==> src/verilog/uart_rx_pkg.sv <==
// Function
// - oversample 16x normal, 8x double speed
// - falling edge starts detection, first low sample one
// - vote start on samples 8-10 or 4-6
// - majority high start is noise, rearm
// - resync bit counter on each valid start
// - sixteen or eight sample states per bit
// - each bit is majority of centre samples
// - recover through first stop bit only
// - low first stop bit sets frame error
// - detect next start right after stop vote
// - complete flag high while buffer unread
// - disable stops, discards and flushes at once
package uart_rx_pkg;

    // register word offsets (byte addresses)
    localparam int ADDR_W = 8;
    localparam logic [7:0] REG_CTRL = 8'h00;
    localparam logic [7:0] REG_BAUD = 8'h04;
    localparam logic [7:0] REG_STATUS = 8'h08;
    localparam logic [7:0] REG_DATA = 8'h0c;
    localparam logic [7:0] REG_IRQ_STATUS = 8'h10;
    localparam logic [7:0] REG_IRQ_MASK = 8'h14;

    // control register layout, low bits of the word
    typedef struct packed {
        logic [1:0] data_len;
        logic parity_en;
        logic double_speed_select;
        logic receiver_enable;
    } ctrl_s;
    localparam logic [4:0] CTRL_RESET = 5'h00;

    // one received frame as kept in the buffer
    typedef struct packed {
        logic parity_bit;
        logic frame_error_flag;
        logic [7:0] data;
    } rx_entry_s;
    localparam logic [9:0] ENTRY_RESET = 10'h000;

    // status register layout
    typedef struct packed {
        logic overrun;
        logic parity_bit;
        logic frame_error_flag;
        logic receive_complete_flag;
    } status_s;

    // interrupt status and mask layout
    typedef struct packed {
        logic noise_reject;
        logic frame_error;
        logic frame_done;
    } irq_s;
    localparam logic [2:0] IRQ_RESET = 3'h0;

    // baud divider
    localparam int BAUD_W = 12;
    localparam logic [11:0] BAUD_RESET = 12'h000;

    // sampling figures
    localparam logic [4:0] SAMPLES_NORMAL = 5'h10;
    localparam logic [4:0] SAMPLES_DOUBLE = 5'h08;
    localparam logic [4:0] FIRST_VOTE_NORMAL = 5'h08;
    localparam logic [4:0] FIRST_VOTE_DOUBLE = 5'h04;
    localparam logic [4:0] VOTE_SPAN = 5'h02;
    localparam logic [4:0] SAMPLE_FIRST = 5'h01;
    localparam logic [3:0] MIN_DATA_BITS = 4'h5;
    localparam logic [3:0] MAX_DATA_BITS = 4'h8;

    // receiver states
    typedef enum logic [2:0] {
        ST_WAIT_HIGH = 3'b000,
        ST_ARMED = 3'b001,
        ST_START = 3'b010,
        ST_DATA = 3'b011,
        ST_STOP = 3'b100
    } rx_state_e;

    // two of three high gives one
    function automatic logic majority3(input logic [2:0] v);
        majority3 = (v[0] & v[1]) | (v[0] & v[2]) | (v[1] & v[2]);
    endfunction

endpackage

==> src/verilog/sync_two_stage.sv <==
`timescale 1ns/1ps
module sync_two_stage (
    // clock and reset
    input wire logic ref_clk_in,
    input wire logic rstn_in,
    // asynchronous level in, synchronised level out
    input wire logic async_in,
    output logic sync_out
);
    logic meta;
    logic next_meta;
    logic next_sync;

    // idle-high line, so both stages reset high
    always_comb begin
        next_meta = async_in;
        next_sync = meta;
    end

    // first stage feeds only the second
    always_ff @(posedge ref_clk_in or negedge rstn_in) begin
        if (!rstn_in) begin
            meta <= 1'b1;
            sync_out <= 1'b1;
        end else begin
            meta <= next_meta;
            sync_out <= next_sync;
        end
    end
endmodule

==> src/verilog/uart_async_rx_recovery.sv <==
// Register access over Wishbone and the register addresses are this design's own decisions.
`timescale 1ns/1ps
module uart_async_rx_recovery (
    // clock and reset
    input wire logic ref_clk_in,
    input wire logic rstn_in,
    // serial line
    input wire logic serial_receive_pin_in,
    // wishbone slave
    input wire logic wb_cyc_in,
    input wire logic wb_stb_in,
    input wire logic wb_we_in,
    input wire logic [uart_rx_pkg::ADDR_W-1:0] wb_adr_in,
    input wire logic [3:0] wb_sel_in,
    input wire logic [31:0] wb_dat_in,
    output logic [31:0] wb_dat_out,
    output logic wb_ack_out,
    // interrupt
    output logic irq_out
);
    import uart_rx_pkg::*;

    logic rx_sync;
    ctrl_s ctrl;
    ctrl_s next_ctrl;
    logic [BAUD_W-1:0] baud_divider;
    logic [BAUD_W-1:0] next_baud_divider;
    logic [31:0] next_wb_dat;
    logic next_wb_ack;
    irq_s irq_status;
    irq_s next_irq_status;
    irq_s irq_mask;
    irq_s next_irq_mask;
    logic next_irq;
    logic [BAUD_W-1:0] baud_cnt;
    logic [BAUD_W-1:0] next_baud_cnt;
    logic tick;
    rx_state_e state;
    rx_state_e next_state;
    logic [4:0] sample_cnt;
    logic [4:0] next_sample_cnt;
    logic [2:0] votes;
    logic [2:0] next_votes;
    logic [3:0] bit_idx;
    logic [3:0] next_bit_idx;
    logic [7:0] shift;
    logic [7:0] next_shift;
    logic par_bit;
    logic next_par_bit;
    rx_entry_s entry;
    rx_entry_s next_entry;
    logic receive_complete_flag;
    logic next_receive_complete_flag;
    logic overrun;
    logic next_overrun;
    logic [4:0] bit_len;
    logic [4:0] first_vote;
    logic [4:0] last_vote;
    logic [3:0] n_data;
    logic [3:0] n_bits;
    logic vote_bit;
    logic bus_req;
    logic bus_wr;
    logic bus_rd;
    logic [31:0] wmask;
    logic [31:0] ctrl_word;
    logic [31:0] baud_word;
    logic [31:0] mask_word;
    logic store;
    logic store_fe;
    logic pop;
    logic ev_noise;
    status_s status;

    // serial input into the clock domain
    sync_two_stage u_sync (
        .ref_clk_in(ref_clk_in),
        .rstn_in(rstn_in),
        .async_in(serial_receive_pin_in),
        .sync_out(rx_sync)
    );

    // mode dependent sample figures
    always_comb begin
        if (ctrl.double_speed_select) begin
            bit_len = SAMPLES_DOUBLE;
            first_vote = FIRST_VOTE_DOUBLE;
        end else begin
            bit_len = SAMPLES_NORMAL;
            first_vote = FIRST_VOTE_NORMAL;
        end
        last_vote = first_vote + VOTE_SPAN;
        n_data = MIN_DATA_BITS + {2'b00, ctrl.data_len};
        n_bits = n_data + {3'b000, ctrl.parity_en};
        vote_bit = majority3({votes[1:0], rx_sync});
    end

    // bus decode, byte lane mask
    always_comb begin
        bus_req = wb_cyc_in & wb_stb_in;
        bus_wr = bus_req & wb_ack_out & wb_we_in;
        // read pops when taken, matching the data latched then
        bus_rd = bus_req & ~wb_ack_out & ~wb_we_in;
        wmask = {{8{wb_sel_in[3]}}, {8{wb_sel_in[2]}},
                 {8{wb_sel_in[1]}}, {8{wb_sel_in[0]}}};
        ctrl_word = {27'h000_0000, ctrl};
        baud_word = {20'h0_0000, baud_divider};
        mask_word = {29'h0000_0000, irq_mask};
        pop = bus_rd & (wb_adr_in == REG_DATA);
        status.overrun = overrun;
        status.parity_bit = entry.parity_bit;
        status.frame_error_flag = entry.frame_error_flag;
        status.receive_complete_flag = receive_complete_flag;
    end

    // register writes, read data and ack
    always_comb begin
        next_ctrl = ctrl;
        next_baud_divider = baud_divider;
        next_irq_mask = irq_mask;
        next_wb_ack = bus_req & ~wb_ack_out;
        next_wb_dat = wb_dat_out;
        if (bus_wr && wb_adr_in == REG_CTRL) begin
            next_ctrl = ctrl_s'(5'((ctrl_word & ~wmask)
                                   | (wb_dat_in & wmask)));
        end
        if (bus_wr && wb_adr_in == REG_BAUD) begin
            next_baud_divider = BAUD_W'((baud_word & ~wmask)
                                        | (wb_dat_in & wmask));
        end
        if (bus_wr && wb_adr_in == REG_IRQ_MASK) begin
            next_irq_mask = irq_s'(3'((mask_word & ~wmask)
                                     | (wb_dat_in & wmask)));
        end
        if (bus_req && !wb_ack_out) begin
            case (wb_adr_in)
                REG_CTRL: next_wb_dat = ctrl_word;
                REG_BAUD: next_wb_dat = baud_word;
                REG_STATUS: next_wb_dat = {28'h000_0000, status};
                REG_DATA: next_wb_dat = {24'h00_0000, entry.data};
                REG_IRQ_STATUS: next_wb_dat = {29'h0000_0000, irq_status};
                REG_IRQ_MASK: next_wb_dat = mask_word;
                default: next_wb_dat = 32'h0000_0000;
            endcase
        end
    end

    always_ff @(posedge ref_clk_in or negedge rstn_in) begin
        if (!rstn_in) begin
            ctrl <= ctrl_s'(CTRL_RESET);
            baud_divider <= BAUD_RESET;
            irq_mask <= irq_s'(IRQ_RESET);
            wb_ack_out <= 1'b0;
            wb_dat_out <= 32'h0000_0000;
        end else begin
            ctrl <= next_ctrl;
            baud_divider <= next_baud_divider;
            irq_mask <= next_irq_mask;
            wb_ack_out <= next_wb_ack;
            wb_dat_out <= next_wb_dat;
        end
    end

    // oversampling tick, one every divider plus one clocks
    always_comb begin
        tick = (baud_cnt == BAUD_RESET);
        if (tick || !ctrl.receiver_enable) begin
            next_baud_cnt = baud_divider;
        end else begin
            next_baud_cnt = baud_cnt - 12'h001;
        end
    end

    always_ff @(posedge ref_clk_in or negedge rstn_in) begin
        if (!rstn_in) begin
            baud_cnt <= BAUD_RESET;
        end else begin
            baud_cnt <= next_baud_cnt;
        end
    end

    // clock and data recovery, advances on tick only
    always_comb begin
        next_state = state;
        next_sample_cnt = sample_cnt;
        next_votes = votes;
        next_bit_idx = bit_idx;
        next_shift = shift;
        next_par_bit = par_bit;
        store = 1'b0;
        store_fe = 1'b0;
        ev_noise = 1'b0;
        if (!ctrl.receiver_enable) begin
            next_state = ST_WAIT_HIGH;
            next_sample_cnt = SAMPLE_FIRST;
        end else if (tick) begin
            next_sample_cnt = sample_cnt + SAMPLE_FIRST;
            if (sample_cnt >= first_vote && sample_cnt <= last_vote) begin
                next_votes = {votes[1:0], rx_sync};
            end
            case (state)
                ST_WAIT_HIGH: begin
                    if (rx_sync) begin
                        next_state = ST_ARMED;
                    end
                end
                ST_ARMED: begin
                    if (!rx_sync) begin
                        next_state = ST_START;
                        next_sample_cnt = SAMPLE_FIRST + SAMPLE_FIRST;
                    end
                end
                ST_START: begin
                    if (sample_cnt == last_vote && vote_bit) begin
                        next_state = ST_WAIT_HIGH;
                        ev_noise = 1'b1;
                    end else if (sample_cnt == bit_len) begin
                        next_state = ST_DATA;
                        next_sample_cnt = SAMPLE_FIRST;
                        next_bit_idx = 4'h0;
                    end
                end
                ST_DATA: begin
                    if (sample_cnt == last_vote) begin
                        if (bit_idx < n_data) begin
                            next_shift = {vote_bit, shift[7:1]};
                        end else begin
                            next_par_bit = vote_bit;
                        end
                    end
                    if (sample_cnt == bit_len) begin
                        next_sample_cnt = SAMPLE_FIRST;
                        next_bit_idx = bit_idx + 4'h1;
                        if (bit_idx + 4'h1 == n_bits) begin
                            next_state = ST_STOP;
                        end
                    end
                end
                ST_STOP: begin
                    if (sample_cnt == last_vote) begin
                        store = 1'b1;
                        store_fe = ~vote_bit;
                        // good stop: rearm at once; bad: wait for high
                        if (vote_bit) begin
                            next_state = ST_ARMED;
                        end else begin
                            next_state = ST_WAIT_HIGH;
                        end
                    end
                end
                default: next_state = ST_WAIT_HIGH;
            endcase
        end
    end

    always_ff @(posedge ref_clk_in or negedge rstn_in) begin
        if (!rstn_in) begin
            state <= ST_WAIT_HIGH;
            sample_cnt <= SAMPLE_FIRST;
            votes <= 3'h7;
            bit_idx <= 4'h0;
            shift <= 8'h00;
            par_bit <= 1'b0;
        end else begin
            state <= next_state;
            sample_cnt <= next_sample_cnt;
            votes <= next_votes;
            bit_idx <= next_bit_idx;
            shift <= next_shift;
            par_bit <= next_par_bit;
        end
    end

    // receive buffer, overrun and interrupt status
    always_comb begin
        next_entry = entry;
        next_receive_complete_flag = receive_complete_flag;
        next_overrun = overrun;
        next_irq_status = irq_status;
        if (bus_wr && wb_adr_in == REG_IRQ_STATUS && wb_sel_in[0]) begin
            next_irq_status = irq_s'(irq_status & ~wb_dat_in[2:0]);
        end
        if (!ctrl.receiver_enable) begin
            next_receive_complete_flag = 1'b0;
            next_overrun = 1'b0;
        end else if (store && (!receive_complete_flag || pop)) begin
            next_entry.data = shift >> (MAX_DATA_BITS - n_data);
            next_entry.frame_error_flag = store_fe;
            next_entry.parity_bit = par_bit;
            next_receive_complete_flag = 1'b1;
            next_overrun = 1'b0;
        end else if (store) begin
            next_overrun = 1'b1;
        end else if (pop) begin
            next_receive_complete_flag = 1'b0;
        end
        // events set after the clear so a set wins
        if (store) begin
            next_irq_status.frame_done = 1'b1;
        end
        if (store && store_fe) begin
            next_irq_status.frame_error = 1'b1;
        end
        if (ev_noise) begin
            next_irq_status.noise_reject = 1'b1;
        end
        next_irq = |(next_irq_status & next_irq_mask);
    end

    always_ff @(posedge ref_clk_in or negedge rstn_in) begin
        if (!rstn_in) begin
            entry <= rx_entry_s'(ENTRY_RESET);
            receive_complete_flag <= 1'b0;
            overrun <= 1'b0;
            irq_status <= irq_s'(IRQ_RESET);
            irq_out <= 1'b0;
        end else begin
            entry <= next_entry;
            receive_complete_flag <= next_receive_complete_flag;
            overrun <= next_overrun;
            irq_status <= next_irq_status;
            irq_out <= next_irq;
        end
    end
endmodule

==> config.mk <==
export PLATFORM = sky130hd
export DESIGN_NAME = uart_async_rx_recovery
export DESIGN_NICKNAME = d
export VERILOG_FILES = /design/src/verilog/uart_rx_pkg.sv /design/src/verilog/sync_two_stage.sv /design/src/verilog/uart_async_rx_recovery.sv
export SDC_FILE = /design/constraint.sdc
export NUM_CORES = 1
export LEC_CHECK = 0
export ABC_AREA = 1
export BUFFER_PORTS_ARGS = -buffer_cell sky130_fd_sc_hd__buf_2
export CAP_MARGIN = 40
export CORE_MARGIN = 2
export CORE_UTILIZATION = 53
export CTS_BUF_LIST = sky130_fd_sc_hd__clkbuf_4
export CTS_CLUSTER_DIAMETER = 150
export DETAILED_ROUTE_END_ITERATION = 8
export PLACE_DENSITY_LB_ADDON = 0.05
export REMOVE_ABC_BUFFERS = 1
export SYNTH_ARGS = -nofsm -noshare
export SYNTH_HDL_FRONTEND = slang
export SYNTH_HIERARCHICAL = 1
export SYNTH_SLANG_ARGS = --single-unit
export TNS_END_PERCENT = 5
==> constraint.sdc <==
create_clock -name ref_clk_in -period 2 [get_ports ref_clk_in]
set_input_delay 0.3 -clock ref_clk_in [delete_from_list [all_inputs] [get_ports ref_clk_in]]
set_output_delay 0.3 -clock ref_clk_in [all_outputs]
set_load 0.01 [all_outputs]
==> impl_metrics.sql <==
INSERT INTO impl_metrics (metric_group, metric, value, unit) VALUES
('final_layout', 'finish.utilization', '59.9', '%'),
('sta', 'timing_worst_slew_pin_value', '0.605', 'ns'),
('sta', 'finalCritPeriodShare', '94.9', '%'),
('sta', 'setup_repair_after_global_routing_missed_its_margin', 'true', ''),
('clock_tree', 'clk_root_buffer_cell', 'sky130_fd_sc_hd__clkbuf_4', ''),
('clock_tree', 'cts.sinks', '86', ''),
('power_and_ir_drop', 'worst_ir_drop_vdd', '0.256', 'mV'),
('critical_path', 'path_cells', 'ha_1 > inv_1 > ha_1 > o21ai_0 > nand2_1 > nand3_1 > nand3_4 > buf_12 > nand2_1 > o21ai_2', ''),
('clock_tree', 'cts_tree', 'done', ''),
('final_layout', 'syn2layout_area_growth', '10.8', '%'),
('final_layout', 'instances_no_fill', '811', ''),
('routing', 'detailedRoute.firstPassIterationCount', '5', ''),
('grt', 'grt_pass1_wl', '18400', 'um'),
('routing', 'route.detailed.vias_per_inst', '5.15', ''),
('place', 'placed_cells_incl_taps', '792', ''),
('sta', 'timing_max_transition_violations_final', '0', ''),
('critical_path', 'worst-endpoint-arrival', '2.25', 'ns'),
('synthesis', 'yosysWarningCount', '6', ''),
('die', 'ioPinCount', '84', ''),
('final_layout', 'final_net_count', '760', ''),
('sta', 'clock-skew-final', '0.0270', 'ns'),
('grt', 'global_route.usage.total', '23.1', '%'),
('critical_path', 'critical-path-top-delay-family', 'adder cells', ''),
('synthesis', 'yosys_register_bits', '86', ''),
('grt', 'grt_overflow_total', '0', ''),
('final_layout', 'final_common_cell', 'sky130_fd_sc_hd__nand2_1', ''),
('synthesis', 'netlist-cell-type-count', '41', ''),
('sta', 'final.hold.worst_slack', '0.103', 'ns'),
('place', 'detailedPlacementHpwl', '8430', 'um'),
('die', 'die_height', '100', 'um'),
('sta', 'timing.max_slew.rel_slack', '59.3', '%'),
('synthesis', 'syn-instance-count', '635', ''),
('critical_path', 'critical_path.n_buffers_inverters', '2', ''),
('power_and_ir_drop', 'power.leakage', '0.00275', 'uW'),
('sta', 'timing.final.crit_period', '1.90', 'ns'),
('die', 'dieArea', '10100', 'um^2'),
('synthesis', 'synth_edf_count', '0', ''),
('synthesis', 'yosysSeqAreaShare', '43.8', '%'),
('clock_tree', 'worstSkewPairLatency', '0.44', 'ns'),
('sta', 'tns', '0', 'ns'),
('run', 'cap_viol_max_count', '0', ''),
('die', 'core_area', '9110', 'um^2'),
('routing', 'detailedRoute.firstIterationViolations', '180', ''),
('critical_path', 'critPathMaxStageDelay', '0.48', 'ns'),
('routing', 'routed_wire_length_per_instance', '13.4', 'um'),
('final_layout', 'top_library_cells_by_usage_in_the_layout_fill_and_taps_aside', 'sky130_fd_sc_hd__nand2_1, sky130_fd_sc_hd__dfrtp_1, sky130_fd_sc_hd__inv_1, sky130_fd_sc_hd__nand3_1, sky130_fd_sc_hd__nor2_1', ''),
('power_and_ir_drop', 'pwr_density_cell', '529', 'nW/um^2'),
('clock_tree', 'clkSlewWorstSetupHoldPaths', '0.15', 'ns'),
('die', 'start_util', '54.1', '%'),
('die', 'row_count', '35', ''),
('place', 'io_buffers', '41', ''),
('grt', 'grt_antenna_before_repair', '0', ''),
('worst_hold_path', 'min-delay-path-class', 'in2reg', ''),
('sta', 'clock.fmax', '0.527', 'GHz'),
('critical_path', 'timing.critical_path.required', '2.35', 'ns'),
('clock_tree', 'cts_inserted_buffers', '9', ''),
('routing', 'detailroute.via_count', '4173', ''),
('synthesis', 'ys_async_sr_fraction', '100', '%'),
('synthesis', 'dominantRegCellSynth', 'sky130_fd_sc_hd__dfrtp_1', ''),
('sta', 'final_setup_vio_count', '0', ''),
('routing', 'antenna_violating_nets_post_route', '0', ''),
('critical_path', 'crit_type', 'reg2reg', ''),
('clock_tree', 'clock_tree.htree_level_count', '3', ''),
('synthesis', 'syn_avg_cell_area', '7.76', 'um^2'),
('routing', 'postRouteWirelength', '10900', 'um'),
('critical_path', 'timing.critical_path.to_type', 'flip-flop', ''),
('clock_tree', 'clk_path_buf_depth', '2', ''),
('place', 'globalplace.congestion', '0.914', ''),
('synthesis', 'synthesis.area', '4930', 'um^2'),
('run_status', 'run_status', 'finished clean', ''),
('grt', 'grt_start_max_net_pins', '38', ''),
('sta', 'hold_viol', '0', ''),
('final_layout', 'antenna_cells_inserted', '0', ''),
('routing', 'drc_errors', '0', ''),
('final_layout', 'drive_above_1_share', '17.3', '%'),
('critical_path', 'path_max_fanout', '15', ''),
('die', 'die_w', '100', 'um'),
('critical_path', 'crit_path_launch_type', 'flip-flop', ''),
('critical_path', 'max_stage_delay_cell_worst_path', 'sky130_fd_sc_hd__dfrtp_2', ''),
('grt', 'first_global_vias', '4001', ''),
('power_and_ir_drop', 'power', '2890', 'uW');
==> per-stage QoR <==
stage / worst slack, ns / area, um^2
after floorplan: -0.0154 / 4800
after global placement: 0.0617 / 5260
after detailed placement: 0.0102 / 5260
after CTS: 0.0211 / 5440
after global routing: -0.0119 / 5460
final: 0.102 / 5460
==> layer usage <==
layer,share of wire [%],global-route usage (%)
met1,47,30.6
met2,48,39.0
met3,3.8,3.48
met4,1.9,7.48
met5,0,0
==> cells by family after synthesis <==
logic type               Yosys count  share of synthesized area (%)
flip-flops                        86                           43.8
other                              1                         0.0761
AND/OR/NAND/NOR                  334                           29.7
buffers and inverters             97                           9.37
XOR/XNOR                          17                           3.02
adder cells (fa/ha/maj)           15                           3.96
AO/OA/AOI/OAI                     85                           10.1
==> power by group <==
part | total (uW) | internal (uW) | switching (uW)
clock | 986 | 371 | 615
sequential | 1750 | 1750 | 4.69
combinational | 148 | 44.0 | 105
==> synth_stat cells (2+ instances only) <==
cell type,instances,area (um^2)
sky130_fd_sc_hd__xor2_1,9,78.8
sky130_fd_sc_hd__nor2_2,3,18.8
sky130_fd_sc_hd__nor2_1,45,169
sky130_fd_sc_hd__o21ai_2,8,70.1
sky130_fd_sc_hd__buf_6,2,22.5
sky130_fd_sc_hd__xnor2_1,8,70.1
sky130_fd_sc_hd__a21oi_1,14,70.1
sky130_fd_sc_hd__ha_1,14,175
sky130_fd_sc_hd__inv_1,57,214
sky130_fd_sc_hd__buf_4,20,150
sky130_fd_sc_hd__nor3_1,10,50.1
sky130_fd_sc_hd__clkbuf_1,2,7.51
sky130_fd_sc_hd__nand2_1,206,773
sky130_fd_sc_hd__dfstp_2,5,131
sky130_fd_sc_hd__o21ai_1,18,90.1
sky130_fd_sc_hd__o22ai_1,4,25.0
sky130_fd_sc_hd__dfrtp_1,81,2030
sky130_fd_sc_hd__nand3_1,46,230
sky130_fd_sc_hd__nand2_2,8,50.1
sky130_fd_sc_hd__nand4_1,6,37.5
sky130_fd_sc_hd__o21ai_0,29,145
sky130_fd_sc_hd__a31oi_1,3,18.8
sky130_fd_sc_hd__nor3_4,3,48.8
sky130_fd_sc_hd__buf_2,4,20.0
sky130_fd_sc_hd__o31ai_1,4,30.0
sky130_fd_sc_hd__inv_2,11,41.3
==> worst register-to-register path, cell delays in order (launching register included) <==
cell	delay (ns)
sky130_fd_sc_hd__dfrtp_2	0.48
sky130_fd_sc_hd__ha_1	0.35
sky130_fd_sc_hd__inv_1	0.07
sky130_fd_sc_hd__ha_1	0.26
sky130_fd_sc_hd__o21ai_0	0.07
sky130_fd_sc_hd__nand2_1	0.07
sky130_fd_sc_hd__nand3_1	0.13
sky130_fd_sc_hd__nand3_4	0.10
sky130_fd_sc_hd__buf_12	0.17
sky130_fd_sc_hd__nand2_1	0.07
sky130_fd_sc_hd__o21ai_2	0.05
==> worst paths after layout <==
path | from | cells past startpoint | endpoint | slack [ns]
worst max-delay path | flip-flop | 10 | shift[1] | 0.10
worst min-delay path | wb_dat_in[6] | 3 | flip-flop | 0.10
worst max register to register | flip-flop | 10 | shift[1] | 0.10
worst min register to register | u_sync/meta | 0 | u_sync/sync_out | 0.37
max in group asynchronous | rstn_in | 3 | u_sync/meta | 0.99
min in group asynchronous | rstn_in | 2 | baud_cnt[5] | 0.31
==> area by class of cell <==
class,instances,area [um^2]
flip-flops and latches,86,2160
clock inverters,7,65.1
well taps,111,139
repair buffers,58,369
inverters,69,262
clock buffers,9,67.6
fillers,826,3650
multi-input cells,471,2400
==> timing repair <==
item                                    4_1_cts  5_1_grt
hold buffers                                  2        0
resized for setup                             0        7
pin swaps                                     1        0
setup buffers                                 1        0
endpoints found under the setup margin        1       26
hold endpoints to repair                     28        0
Note: power is estimated with default switching activity, not from simulation.
